## src/bccs_pkg.sv

```systemverilog
package bccs_pkg;

  // APB geometry
  localparam int unsigned APB_AW = 8;
  localparam int unsigned APB_DW = 32;

  // Register indices; byte address is four times the index
  localparam logic [5:0] REG_IDX_CFG  = 6'h19;
  localparam logic [5:0] REG_IDX_FLAG = 6'h1B;
  localparam logic [5:0] REG_IDX_BIT  = 6'h1C;

  // Configuration register fields
  localparam int unsigned CFG_BASE_LSB   = 10;
  localparam int unsigned CFG_RTHALT_BIT = 4;
  localparam int unsigned CFG_RESP_BIT   = 3;
  localparam int unsigned CFG_TTSYNC_BIT = 2;
  localparam int unsigned CFG_WD_BIT     = 1;
  localparam int unsigned CFG_PINSEL_BIT = 0;

  // Flag port fields
  localparam int unsigned FLAG_CLR_LSB = 8;
  localparam int unsigned FLAG_SET_LSB = 0;

  // Condition register fields
  localparam int unsigned COND_ONE_BIT   = 15;
  localparam int unsigned COND_RETRY_LSB = 13;
  localparam int unsigned COND_BAD_BIT   = 12;
  localparam int unsigned COND_STSET_BIT = 11;
  localparam int unsigned COND_GOOD_BIT  = 10;
  localparam int unsigned COND_FMT_BIT   = 9;
  localparam int unsigned COND_NORSP_BIT = 8;
  localparam int unsigned COND_FLAG_LSB  = 2;
  localparam int unsigned COND_EQ_BIT    = 1;
  localparam int unsigned COND_LT_BIT    = 0;

  // Self-test status fields
  localparam int unsigned BIT_PDONE_BIT = 15;
  localparam int unsigned BIT_PRUN_BIT  = 14;
  localparam int unsigned BIT_PPASS_BIT = 13;
  localparam int unsigned BIT_PABRT_BIT = 12;
  localparam int unsigned BIT_PANY_BIT  = 11;
  localparam int unsigned BIT_RDONE_BIT = 7;
  localparam int unsigned BIT_RRUN_BIT  = 6;
  localparam int unsigned BIT_RPASS_BIT = 5;

  // Reset values
  localparam logic [5:0] CFG_BASE_RST  = 6'h00;
  localparam logic       CFG_BIT_RST   = 1'b0;
  localparam logic [7:0] FLAGS_RST     = 8'h00;
  localparam logic [31:0] RDATA_RST    = 32'h0000_0000;

  typedef struct packed {
    logic [5:0] memBase;
    logic       rtHaltEn;
    logic       resp1553b;
    logic       timeTagSyncEn;
    logic       watchdogEn;
    logic       pinSel;
  } bccs_cfg_t;

  typedef struct packed {
    logic [1:0] retryCount;
    logic       badMessage;
    logic       statusSet;
    logic       goodBlock;
    logic       formatError;
    logic       noResponse;
  } bccs_msg_t;

  typedef struct packed {
    logic protDone;
    logic protRunning;
    logic protPassed;
    logic protAborted;
    logic ramDone;
    logic ramRunning;
    logic ramPassed;
  } bccs_bist_t;

  typedef struct packed {
    bccs_cfg_t   cfg;
    logic [7:0]  gpFlags;
    logic [31:0] rdata;
    logic        pinOut;
  } bccs_state_t;

endpackage : bccs_pkg

```

## src/bccs_regs.sv

```systemverilog
`timescale 1ns/100ps
`default_nettype none
module bccs_regs
  import bccs_pkg::*;
(
  // Clock and reset
  input  wire  logic              ref_clk,
  input  wire  logic              rst_n,
  // APB slave
  input  wire  logic              psel,
  input  wire  logic              penable,
  input  wire  logic              pwrite,
  input  wire  logic [APB_AW-1:0] paddr,
  input  wire  logic [APB_DW-1:0] pwdata,
  input  wire  logic [3:0]        pstrb,
  output logic       [APB_DW-1:0] prdata,
  output logic                    pready,
  output logic                    pslverr,
  // Message sequencer status
  input  wire  logic              ebcOnline,
  input  wire  bccs_msg_t         lastMsg,
  input  wire  logic [7:0]        seqFlagSet,
  input  wire  logic [7:0]        seqFlagClr,
  input  wire  logic              cmpValid,
  input  wire  logic              cmpEqual,
  input  wire  logic              cmpLess,
  // Self-test engines
  input  wire  bccs_bist_t        bistStatus,
  // Shared pin sources
  input  wire  logic              modeCodeReset,
  input  wire  logic              in_command_indicator,
  // Configuration and flag outputs
  output bccs_cfg_t               cfgOut,
  output logic       [7:0]        gpFlags,
  output logic                    sharedPinOut
);

  bccs_state_t s_r;
  bccs_state_t s_nxt;

  logic        setupPhase;
  logic        accessPhase;
  logic        hitCfg;
  logic        hitFlag;
  logic        hitBit;
  logic        hitAny;
  logic        roWrite;
  logic [7:0]  hostSet;
  logic [7:0]  hostClr;
  logic [15:0] cfgWord;
  logic [15:0] condWord;
  logic [15:0] bistWord;
  logic [15:0] readWord;

  // Address decode; low two address bits are ignored
  always_comb begin
    setupPhase  = psel & ~penable;
    accessPhase = psel & penable;
    hitCfg      = (paddr[7:2] == REG_IDX_CFG);
    hitFlag     = (paddr[7:2] == REG_IDX_FLAG);
    hitBit      = (paddr[7:2] == REG_IDX_BIT);
    hitAny      = hitCfg | hitFlag | hitBit;
    roWrite     = pwrite & hitBit;
  end

  // Every access completes with no wait state
  assign pready  = 1'b1;
  assign pslverr = accessPhase & (~hitAny | roWrite);

  // Host set and clear masks honour byte strobes
  always_comb begin
    hostSet = 8'h00;
    hostClr = 8'h00;
    if (accessPhase & pwrite & hitFlag) begin
      if (pstrb[0]) begin
        hostSet = pwdata[FLAG_SET_LSB +: 8];
      end
      if (pstrb[1]) begin
        hostClr = pwdata[FLAG_CLR_LSB +: 8];
      end
    end
  end

  // Configuration read-back; reserved bits 9:5 read zero
  always_comb begin
    cfgWord                        = 16'h0000;
    cfgWord[CFG_BASE_LSB +: 6]     = s_r.cfg.memBase;
    cfgWord[CFG_RTHALT_BIT]        = s_r.cfg.rtHaltEn;
    cfgWord[CFG_RESP_BIT]          = s_r.cfg.resp1553b;
    cfgWord[CFG_TTSYNC_BIT]        = s_r.cfg.timeTagSyncEn;
    cfgWord[CFG_WD_BIT]            = s_r.cfg.watchdogEn;
    cfgWord[CFG_PINSEL_BIT]        = s_r.cfg.pinSel;
  end

  // Condition word
  always_comb begin
    condWord                         = 16'h0000;
    condWord[COND_ONE_BIT]           = 1'b1;
    condWord[COND_RETRY_LSB +: 2]    = lastMsg.retryCount;
    condWord[COND_BAD_BIT]           = lastMsg.badMessage;
    condWord[COND_STSET_BIT]         = lastMsg.statusSet;
    condWord[COND_GOOD_BIT]          = lastMsg.goodBlock;
    condWord[COND_FMT_BIT]           = lastMsg.formatError;
    condWord[COND_NORSP_BIT]         = lastMsg.noResponse;
    condWord[COND_FLAG_LSB +: 6]     = s_r.gpFlags[7:2];
    condWord[COND_EQ_BIT]            = s_r.gpFlags[1];
    condWord[COND_LT_BIT]            = s_r.gpFlags[0];
    // Offline controller hides the whole word, bit 15 included
    if (!ebcOnline) begin
      condWord = 16'h0000;
    end
  end

  // Self-test status word; unlisted bits stay zero
  always_comb begin
    bistWord                  = 16'h0000;
    bistWord[BIT_PDONE_BIT]   = bistStatus.protDone;
    bistWord[BIT_PRUN_BIT]    = bistStatus.protRunning;
    bistWord[BIT_PPASS_BIT]   = bistStatus.protPassed;
    bistWord[BIT_PABRT_BIT]   = bistStatus.protAborted;
    bistWord[BIT_PANY_BIT]    = bistStatus.protDone
                              | bistStatus.protRunning;
    bistWord[BIT_RDONE_BIT]   = bistStatus.ramDone;
    bistWord[BIT_RRUN_BIT]    = bistStatus.ramRunning;
    bistWord[BIT_RPASS_BIT]   = bistStatus.ramPassed;
  end

  // Read multiplexer; unmapped offsets read zero
  always_comb begin
    readWord = 16'h0000;
    if (hitCfg) begin
      readWord = cfgWord;
    end else if (hitFlag) begin
      readWord = condWord;
    end else if (hitBit) begin
      readWord = bistWord;
    end
  end

  // Next state
  always_comb begin
    s_nxt = s_r;

    // Configuration write, lane by lane
    if (accessPhase & pwrite & hitCfg) begin
      if (pstrb[0]) begin
        s_nxt.cfg.rtHaltEn      = pwdata[CFG_RTHALT_BIT];
        s_nxt.cfg.resp1553b     = pwdata[CFG_RESP_BIT];
        s_nxt.cfg.timeTagSyncEn = pwdata[CFG_TTSYNC_BIT];
        s_nxt.cfg.watchdogEn    = pwdata[CFG_WD_BIT];
        s_nxt.cfg.pinSel        = pwdata[CFG_PINSEL_BIT];
      end
      if (pstrb[1]) begin
        s_nxt.cfg.memBase = pwdata[CFG_BASE_LSB +: 6];
      end
    end

    // Host flag update: zero bits leave a flag alone, clear beats set
    s_nxt.gpFlags = (s_r.gpFlags | hostSet) & ~hostClr;

    // Sequencer updates land after the host so a hardware set
    // raised in the same cycle as a host clear is kept, unless cmpValid rewrites bits 1:0 in that cycle
    s_nxt.gpFlags = (s_nxt.gpFlags & ~seqFlagClr) | seqFlagSet;
    if (cmpValid) begin
      s_nxt.gpFlags[1] = cmpEqual;
      s_nxt.gpFlags[0] = cmpLess;
    end

    // Read data is captured in the setup phase and held through access
    if (setupPhase) begin
      s_nxt.rdata = {16'h0000, readWord};
      if (pwrite) begin
        s_nxt.rdata = RDATA_RST;
      end
    end

    // Shared pin: 1 selects the in-command indication
    if (s_r.cfg.pinSel) begin
      s_nxt.pinOut = in_command_indicator;
    end else begin
      s_nxt.pinOut = modeCodeReset;
    end
  end

  always_ff @(posedge ref_clk or negedge rst_n) begin
    if (!rst_n) begin
      s_r.cfg.memBase       <= CFG_BASE_RST;
      s_r.cfg.rtHaltEn      <= CFG_BIT_RST;
      s_r.cfg.resp1553b     <= CFG_BIT_RST;
      s_r.cfg.timeTagSyncEn <= CFG_BIT_RST;
      s_r.cfg.watchdogEn    <= CFG_BIT_RST;
      s_r.cfg.pinSel        <= CFG_BIT_RST;
      s_r.gpFlags           <= FLAGS_RST;
      s_r.rdata             <= RDATA_RST;
      s_r.pinOut            <= 1'b0;
    end else begin
      s_r <= s_nxt;
    end
  end

  // Outputs
  assign prdata       = s_r.rdata;
  assign cfgOut       = s_r.cfg;
  assign gpFlags      = s_r.gpFlags;
  assign sharedPinOut = s_r.pinOut;

endmodule : bccs_regs
`default_nettype wire

```

## config.mk

```make
export PLATFORM = sky130hd
export DESIGN_NAME = bccs_regs
export DESIGN_NICKNAME = d
export VERILOG_FILES = /design/src/bccs_pkg.sv /design/src/bccs_regs.sv
export SDC_FILE = /design/constraint.sdc
export NUM_CORES = 1
export LEC_CHECK = 0
export ABC_AREA = 1
export BUFFER_PORTS_ARGS = -buffer_cell sky130_fd_sc_hd__buf_2
export CAP_MARGIN = 20
export CORE_ASPECT_RATIO = 1.1
export CORE_MARGIN = 4
export CORE_UTILIZATION = 42
export CTS_CLUSTER_DIAMETER = 150
export DETAILED_ROUTE_END_ITERATION = 10
export MAX_ROUTING_LAYER = met4
export PLACE_DENSITY = 0.77
export SYNTH_ARGS = -nofsm -noshare
export SYNTH_HDL_FRONTEND = slang
export SYNTH_SLANG_ARGS = --single-unit
export TNS_END_PERCENT = 5
```

## constraint.sdc

```tcl
create_clock -name ref_clk -period 1 [get_ports ref_clk]
set_input_delay 0.05 -clock ref_clk [delete_from_list [all_inputs] [get_ports ref_clk]]
set_output_delay 0.05 -clock ref_clk [all_outputs]
set_load 0.005 [all_outputs]
```

After elaboration in Yosys (flattened, before gate mapping)
Cells that the tools add are included.

word-level totals
  flip-flop bits (word level) = 52
  bits in latches = 0
  memory bits (writable) = 0
  ROM bits = 0
  bits of input ports = 85
  word-level logic and storage cells = 44
  memories kept = 0

cells by class
  add/subtract/negate cells = 0
  $mul = 0
  divide/modulo/power cells = 0
  magnitude comparators = 0
  eq/ne operators = 3
  shifts and indexed selects = 0
  mux-type cells = 11
  bitwise gates (word level) = 19
  reduce and logical (&&, ||, !) cells = 2

operator list
  kind                  count
  $mux W16              5
  $mux W8               4
  $eq A6 B5 Y1 const B  3
  $and A8 B8 Y8         2
  $not A8 Y8            2
  $or A8 B8 Y8          2
  $and A1 B1 Y1         7
  $or A1 B1 Y1          4
  $reduce_and A2 Y1     2
  $mux W2               1
  $not A1 Y1            2
  $mux W1               1

Longest topological paths before layout
Gate-level depths: netlist of run 1.

  word-level depth = 9
  mapped depth = 9
  depth with buffers taken out = 9

Worst setup path after synthesis of run 1
OpenSTA, ideal clock, no wires.

  kind = in2reg
  start point = input paddr[7]
  end point = register s_r (netlist bit cfgOut[5])
  data arrival time = 0.860 ns
  setup slack = 0.022 ns
  stages on the path = 9
  buffers on the path = 1
  path through = inv_1 -> nand2_1 -> nor2_1 -> nand2_1 -> inv_2 -> nand3_2 -> buf_6 -> nand2_1 -> o21ai_2

between the ends
  cells in the longest elaborated chain, start to end = 3

RTL lines
  what                         line              source
  start: declaration           bccs_regs.sv:13   input wire logic [APB_AW-1:0] paddr,
  $eq A6 B5 Y1                 bccs_regs.sv:59   hitCfg = (paddr[7:2] == REG_IDX_CFG);
  $and A1 B1 Y1                bccs_regs.sv:145  if (accessPhase & pwrite & hitCfg) begin
  $reduce_and A2 Y1 (no line)  n/a
  end signal: assignment       bccs_regs.sv:197  s_r <= s_nxt;
  end: declaration             bccs_regs.sv:38   bccs_state_t s_r;

No other way between the ends.
A chain may end at the register's enable or synchronous reset.

Final worst setup path of run 1
  start point = input paddr[3]
  end point = output pslverr

between the ends
  cells in the longest elaborated chain, start to end = 6
  elaborated cells between the ends (all ways) = 9
  those cells by class = eq/ne: 3; bitwise: 6

RTL lines
  what                                    line                              source
  $eq A6 B5 Y1, on equally long branches  bccs_regs.sv:59, bccs_regs.sv:60
  $or A1 B1 Y1 (2 in series)              bccs_regs.sv:62                   hitAny = hitCfg | hitFlag | hitBit;
  $not A1 Y1                              bccs_regs.sv:68                   assign pslverr = accessPhase & (~hitAny | roWrite);
  $or A1 B1 Y1 (*)                        bccs_regs.sv:68
  $and A1 B1 Y1 (*)                       bccs_regs.sv:68
  end: declaration                        bccs_regs.sv:18                   output logic pslverr,

Every way passes the cells marked *; elsewhere a longest branch is shown, timed or not.

==> out/results.tsv, run 1 <==
stage	metric	value	unit
pwr	Static Leak	0.00184	uW
floorplan	initial core utilization	43.1	%
timing	Fin. Hold Viols	0	
synth	Distinct cells, synth	24	
worst_setup_path	crit-path max FO	6	
worst_setup_path	critical path startpoint category	input port	
job	max-cap viol count	0	
worst_setup_path	worst r2r dst	sharedPinOut$_DFF_PN0_	
clock_tree	Worst-path clk slew	70	ps
final_layout	Finished Cell Area	3030	sq um
clock_tree	H-tree depth	2	
floorplan	num ports	139	
timing	max-slew violation count	0	
placed_design	pre-CTS WS	-164	ps
worst_hold_path	HP Class	input port to flop	
synth	Synth Cell Area	2140	sq um
floorplan	row cnt	27	
pwr	Peak supply drop	698	uV
clock_tree	clk buf depth	2	
final_layout	ant diodes	0	
synth	syn avg cell area	7.44	sq um
floorplan	die width	76.1	um
final_layout	fillers	465	
synth	Synth warnings	0	
placed_design	GPL Wtd Cong	0.844	
final_layout	share of layout cells above drive strength 1	37.2	%
pwr	pwr dens	1030	nW/um^2
worst_setup_path	critical path class	input port to output port	
clock_tree	CTS tree	yes	
grt	remaining global-route overflow	0	
timing	min cycle time layout	934	ps
worst_setup_path	crit path from	paddr[3]	
final_layout	Final nets	506	
route	post-route ant nets	0	
worst_setup_path	r2r worst-path depth	1	
clock_tree	Root Buffer	clkbuf_8	
grt	vias in the first global route	2150	
worst_setup_path	CP arrival	880	ps
final_layout	Layout area overhead	41.6	%
route	Initial DRC Count	92	
status	outcome	completed	
route	Avg Vias per Cell	4.75	
placed_design	IO Port Bufs	101	
route	detailed-route wire length per cell	12.6	um
worst_setup_path	CP required	950	ps
floorplan	Die Height	82.9	um
route	Routed WL	6040	um
synth	Seq/Total Area, Yosys	42.1	%
final_layout	most frequent cells in the layout	buf_2, nand2_1, inv_1, dfrtp_1, nand3_1	
grt	largest net degree at the start of global routing	37	
floorplan	die area	6310	sq um
clock_tree	clock insertion delay at the later pin of the skew report	290	ps
synth	Cells after Synth	288	
route	DRT Pass-1 Iters	4	
grt	total global-route track usage	19.4	%
timing	Setup Viol. Count Final	0	
timing	WHS	0.156	ps
worst_setup_path	RR Startpoint	cfgOut[0]$_DFFE_PN0P_	
grt	first-pass GRT wire length	9780	um
worst_setup_path	Worst setup EP type	output port	
route	vias	2278	
synth	number of synthesized register bits	36	
grt	antenna violations before repair	0	
route	DRC viols	0	
timing	RSZ-0062 raised after global routing	true	
timing	Max Clk Rate	1.07	GHz
clock_tree	CTS buffer count	5	
final_layout	multi-input logic area	968	sq um
timing	Worst Skew	6.55	ps
timing	Final WS setup	66.2	ps
floorplan	Placeable Area	4970	sq um
final_layout	Register Area	901	sq um
worst_setup_path	Worst R2R Setup Slack	120	ps
worst_setup_path	Critical Path End	pslverr	
placed_design	Placement Cell Area	2780	sq um
final_layout	commonest non-fill, non-tap cell in the layout	buf_2	
placed_design	detailed placer's ending HPWL	4580	um
timing	fin crit share	93.4	%
clock_tree	clk sinks	36	
-- timing repair --
item / in CTS / in global routing
hold buffers: 14 / 0
buffers inserted: 0 / 1
resized for setup: 2 / 4
gates cloned: 0 / 0
pin swaps: 0 / 1
endpoints found under the hold margin: 48 / 0
endpoints found under the setup margin: 1 / 1
-- routing by layer --
metal	wire length (um)	up-vias	part of all wire [%]	GRT usage, %
met5	0	-	0	-
met4	203	0	3.4	9.38
met3	537	16	8.9	5.10
met2	2940	115	49	31.2
met1	2370	1021	39	22.4
li1	-	1126	-	-
-- synth_stat cells, drive strengths merged --
cell type	number	area, sq um
clkbuf	3	11.3
nor2	18	85.1
o21ai	15	97.6
conb	2	7.51
mux2	1	11.3
dfrtp	36	901
nand4	4	25.0
buf	21	163
or2	1	6.26
o21bai	12	105
a211oi	1	7.51
nand3	35	195
inv	44	165
a21oi	2	10.0
nand2	93	352
-- registers in the layout, summed over array words and instances, names as in the netlist --
| register | flops |
|---|---|
| prdata | 16 |
| cfgOut | 11 |
| gpFlags | 8 |
| sharedPinOut | 1 |
-- worst min-delay path by stage --
stage                     slack (ps)  cells after the start                      to                 start
final                            0.2                      3   prdata[6]$_DFFE_PN0P_         bistStatus[1]
after global routing               6                      2  sharedPinOut$_DFF_PN0_  in_command_indicator
after CTS                        0.2                      2  sharedPinOut$_DFF_PN0_  in_command_indicator
after detailed placement          30                      2   prdata[2]$_DFFE_PN0P_                 rst_n
after global placement            30                      2   prdata[2]$_DFFE_PN0P_                 rst_n
after floorplan                 -250                      0   cfgOut[0]$_DFFE_PN0P_                 rst_n
-- stage by stage --
stage                     setup TNS (ps)  power, uW  instances  util (%)
after global placement             -3880       2030        457      56.0
after detailed placement           -4350       2040        457      56.0
after floorplan                        0       1800        303         -
after CTS                              0       3140        479      60.7
final                                  0       3130        480      61.1
after global routing               -4.12       3300        480      61.1
-- kinds of logic after synthesis --
group                  after synthesis  share of synthesized area (%)
AOI/OAI and AO/OA                   30                           10.3
other                                2                          0.351
buffers and inverters               68                           15.8
muxes                                1                          0.526
and+or+nand+nor                    151                           31.0
DFF                                 36                           42.1
-- area by class of cell --
type / count / area share [%]
clock buffer: 8 / 2.97
multi-input combinational: 199 / 31.9
timing repair buffer: 135 / 27.6
tap: 58 / 2.39
inverter: 44 / 5.44
sequential: 36 / 29.7
-- where the power goes --
part	total (uW)	switching [uW]	internal [uW]	leakage, uW
clock network	1070	511	562	0.0000455
registers	1530	31.6	1500	0.000474
logic	527	265	262	0.00132
total	3130	808	2320	0.00184
-- worst max-delay path, cell delays in order --
cell	delay, ps
buf_2	110
inv_1	40
nand2_1	50
nor2_2	140
buf_4	120
nand2_1	50
inv_2	110
a211oi_2	80
buf_2	130
Power figures use the tool's default switching activity.
==> run 2, diff against run 1 <==
Settings changed: CELL_PAD_IN_SITES_DETAIL_PLACEMENT set to 1, CELL_PAD_IN_SITES_GLOBAL_PLACEMENT set to 1, CORE_UTILIZATION 42 to 28, SLEW_MARGIN set to 5.
==> out/results.tsv, run 2 (synthesized netlist as in run 1, its figures left out) <==
stage	metric	value	unit	change
worst_setup_path	crit path from	paddr[3]		unchanged
pwr	Reg power frac	48.4	%	was 48.9%
route	Initial DRC Count	54		was 92
worst_setup_path	Critical Path End	pslverr		unchanged
pwr	Sw Share	25.9	%	was 25.8%
clock_tree	CTS tree	yes		unchanged
pwr	proportion of power drawn by combinational gates	16.2	%	was 16.9%
grt	vias in the first global route	2384		was 2,150
clock_tree	clk buf depth	2		unchanged
timing	min cycle time layout	979	ps	was 934 ps
final_layout	Layout area overhead	41.1	%	was 41.6%
final_layout	most frequent cells in the layout	buf_2, nand2_1, inv_1, dfrtp_1, nand3_1		unchanged
job	max-cap viol count	0		unchanged
floorplan	Placeable Area	7430	sq um	was 4970 sq um
clock_tree	clock insertion delay at the later pin of the skew report	290	ps	about the same
worst_setup_path	crit-path max FO	8		was 6
worst_setup_path	worst r2r dst	prdata[14]$_DFFE_PN0P_		was sharedPinOut$_DFF_PN0_
pwr	Static Leak	0.00182	uW	was 0.00184 uW
clock_tree	CTS buffer count	5		unchanged
final_layout	Final nets	500		was 506
grt	first-pass GRT wire length	11600	um	was 9780 um
final_layout	max reg flops	16		unchanged
worst_setup_path	crit path max-delay cell type	a211oi_1		was nor2_2
clock_tree	Worst-path clk slew	70	ps	about the same
clock_tree	Root Buffer	clkbuf_8		unchanged
pwr	pwr dens	1050	nW/um^2	was 1030 nW/um^2
timing	RSZ-0062 raised after global routing	true		unchanged
clock_tree	clk sinks	36		unchanged
route	post-route ant nets	0		unchanged
final_layout	share of layout cells above drive strength 1	36.6	%	was 37.2%
route	Routed WL	7070	um	was 6040 um
pwr	Internal	2360	uW	was 2320 uW
floorplan	initial core utilization	28.8	%	was 43.1%
final_layout	ant diodes	0		unchanged
pwr	Peak supply drop	516	uV	was 698 uV
floorplan	Die Height	99.7	um	was 82.9 um
worst_setup_path	worst path cell trace	buf_2, inv_1, nand2_1, nor2_1, nand2_1, buf_6, nand2_1, a211oi_1, buf_2		was buf_2, inv_1, nand2_1, nor2_2, buf_4, nand2_1, inv_2, a211oi_2, buf_2
status	outcome	completed		unchanged
floorplan	row cnt	33		was 27
placed_design	IO Port Bufs	101		unchanged
floorplan	num ports	139		unchanged
route	Avg Vias per Cell	4.53		was 4.75
route	detailed-route wire length per cell	14.1	um	was 12.6 um
timing	fin crit share	97.9	%	was 93.4%
timing	Fin. Hold Viols	0		unchanged
timing	Setup Viol. Count Final	0		unchanged
grt	antenna violations before repair	0		unchanged
worst_setup_path	critical path class	input port to output port		unchanged
route	DRC viols	0		unchanged
worst_setup_path	Worst R2R Setup Slack	90	ps	was 120 ps
floorplan	die area	9120	sq um	was 6310 sq um
worst_setup_path	Worst setup EP type	output port		unchanged
worst_setup_path	critical path startpoint category	input port		unchanged
worst_setup_path	CP arrival	930	ps	was 880 ps
placed_design	GPL Wtd Cong	0.820		was 0.844
timing	Worst Skew	3.71	ps	was 6.55 ps
timing	Final TNS setup	0	ps	unchanged
worst_setup_path	Critical Path Max Stage Delay	170	ps	was 140 ps
worst_setup_path	r2r worst-path depth	4		was 1
final_layout	final design utilization	40.7	%	was 61.1%
pwr	Clk network pwr share	35.4	%	was 34.3%
timing	max-slew violation count	0		unchanged
floorplan	die width	91.4	um	was 76.1 um
grt	largest net degree at the start of global routing	37		unchanged
worst_setup_path	CP required	950	ps	about the same
final_layout	commonest non-fill, non-tap cell in the layout	buf_2		unchanged
clock_tree	H-tree depth	2		unchanged
pwr	Switch Pwr	826	uW	was 808 uW
worst_setup_path	RR Startpoint	cfgOut[9]$_DFFE_PN0P_		was cfgOut[0]$_DFFE_PN0P_
grt	total global-route track usage	16.5	%	was 19.4%
route	vias	2273		was 2,278
timing	Max Clk Rate	1.02	GHz	was 1.07 GHz
worst_setup_path	CP dominant cell by count	nand2_1		
worst_hold_path	HP Class	input port to flop		unchanged
placed_design	detailed placer's ending HPWL	5890	um	was 4580 um
route	DRT Pass-1 Iters	4		unchanged
grt	remaining global-route overflow	0		unchanged
run 2: cell types whose count changed in the layout (fill, tap and decap cells not counted), moves of 2 or more:
| cell | before | now |
|---|---|---|
| dlygate4sd3_1 | 14 | 10 |
| buf_4 | 16 | 13 |
| buf_6 | 1 | 3 |
| clkbuf_1 | 2 | 0 |
run 2: through the flow:
step           setup WS, ps  hold WS, ps  cell area, sq um  cells  total power, uW
3_5_place_dp           -202         35.8              2800    484             2060
5_1_grt               -45.5         4.02              3020    502             3360
2_1_floorplan          22.5         -246              2200    303             1800
3_3_place_gp           -109         27.4              2800    484             2040
4_1_cts                1.22         3.20              3010    501             3230
6_report               21.2         7.45              3020    502             3190
run 2: layout make-up:
type | count | area, sq um
Fill cell | 975 | 4410
Multi-Input combinational cell | 199 | 958
Sequential cell | 36 | 901
Timing Repair Buffer | 129 | 792
Inverter | 44 | 165
Tap cell | 87 | 109
Clock buffer | 7 | 96.3
run 2: what timing repair did:
action | 4_1_cts | 5_1_grt
resized for setup | 3 | 2
endpoints found under the setup margin | 2 | 6
hold endpoints to repair | 44 | 0
setup buffers | 0 | 1
hold buffers | 10 | 0
run 2: worst min path at each step:
stage	cells after the start	endpoint	start
6_report	4	gpFlags[5]$_DFF_PN0_	seqFlagClr[5]
5_1_grt	3	prdata[6]$_DFFE_PN0P_	bistStatus[1]
3_3_place_gp	2	sharedPinOut$_DFF_PN0_	rst_n
4_1_cts	3	cfgOut[9]$_DFFE_PN0P_	pwdata[14]
3_5_place_dp	2	prdata[13]$_DFFE_PN0P_	rst_n
2_1_floorplan	0	cfgOut[0]$_DFFE_PN0P_	rst_n
run 2: power groups by stage:
stage	Clock (uW)	Combinational, uW	Sequential (uW)
after global placement	0	478	1570
after floorplan	0	242	1560
final	1130	517	1540
after CTS	1170	525	1540
after detailed placement	0	492	1570
after global routing	1220	592	1550
run 2: routing by layer:
metal / GRT usage, % / share of wire, % / vias to the layer above
met5: - / 0 / -
met4: 3.36 / 0.90 / 0
met3: 3.48 / 4.8 / 6
met2: 29.2 / 52 / 76
met1: 19.3 / 43 / 1081
li1: - / - / 1110
run 2: critical path: cells and delay by family:
family	cells	cell delay (ps)
buffers and inverters	4	440
and+or+nand+nor	4	280
AOI/OAI and AO/OA	1	170
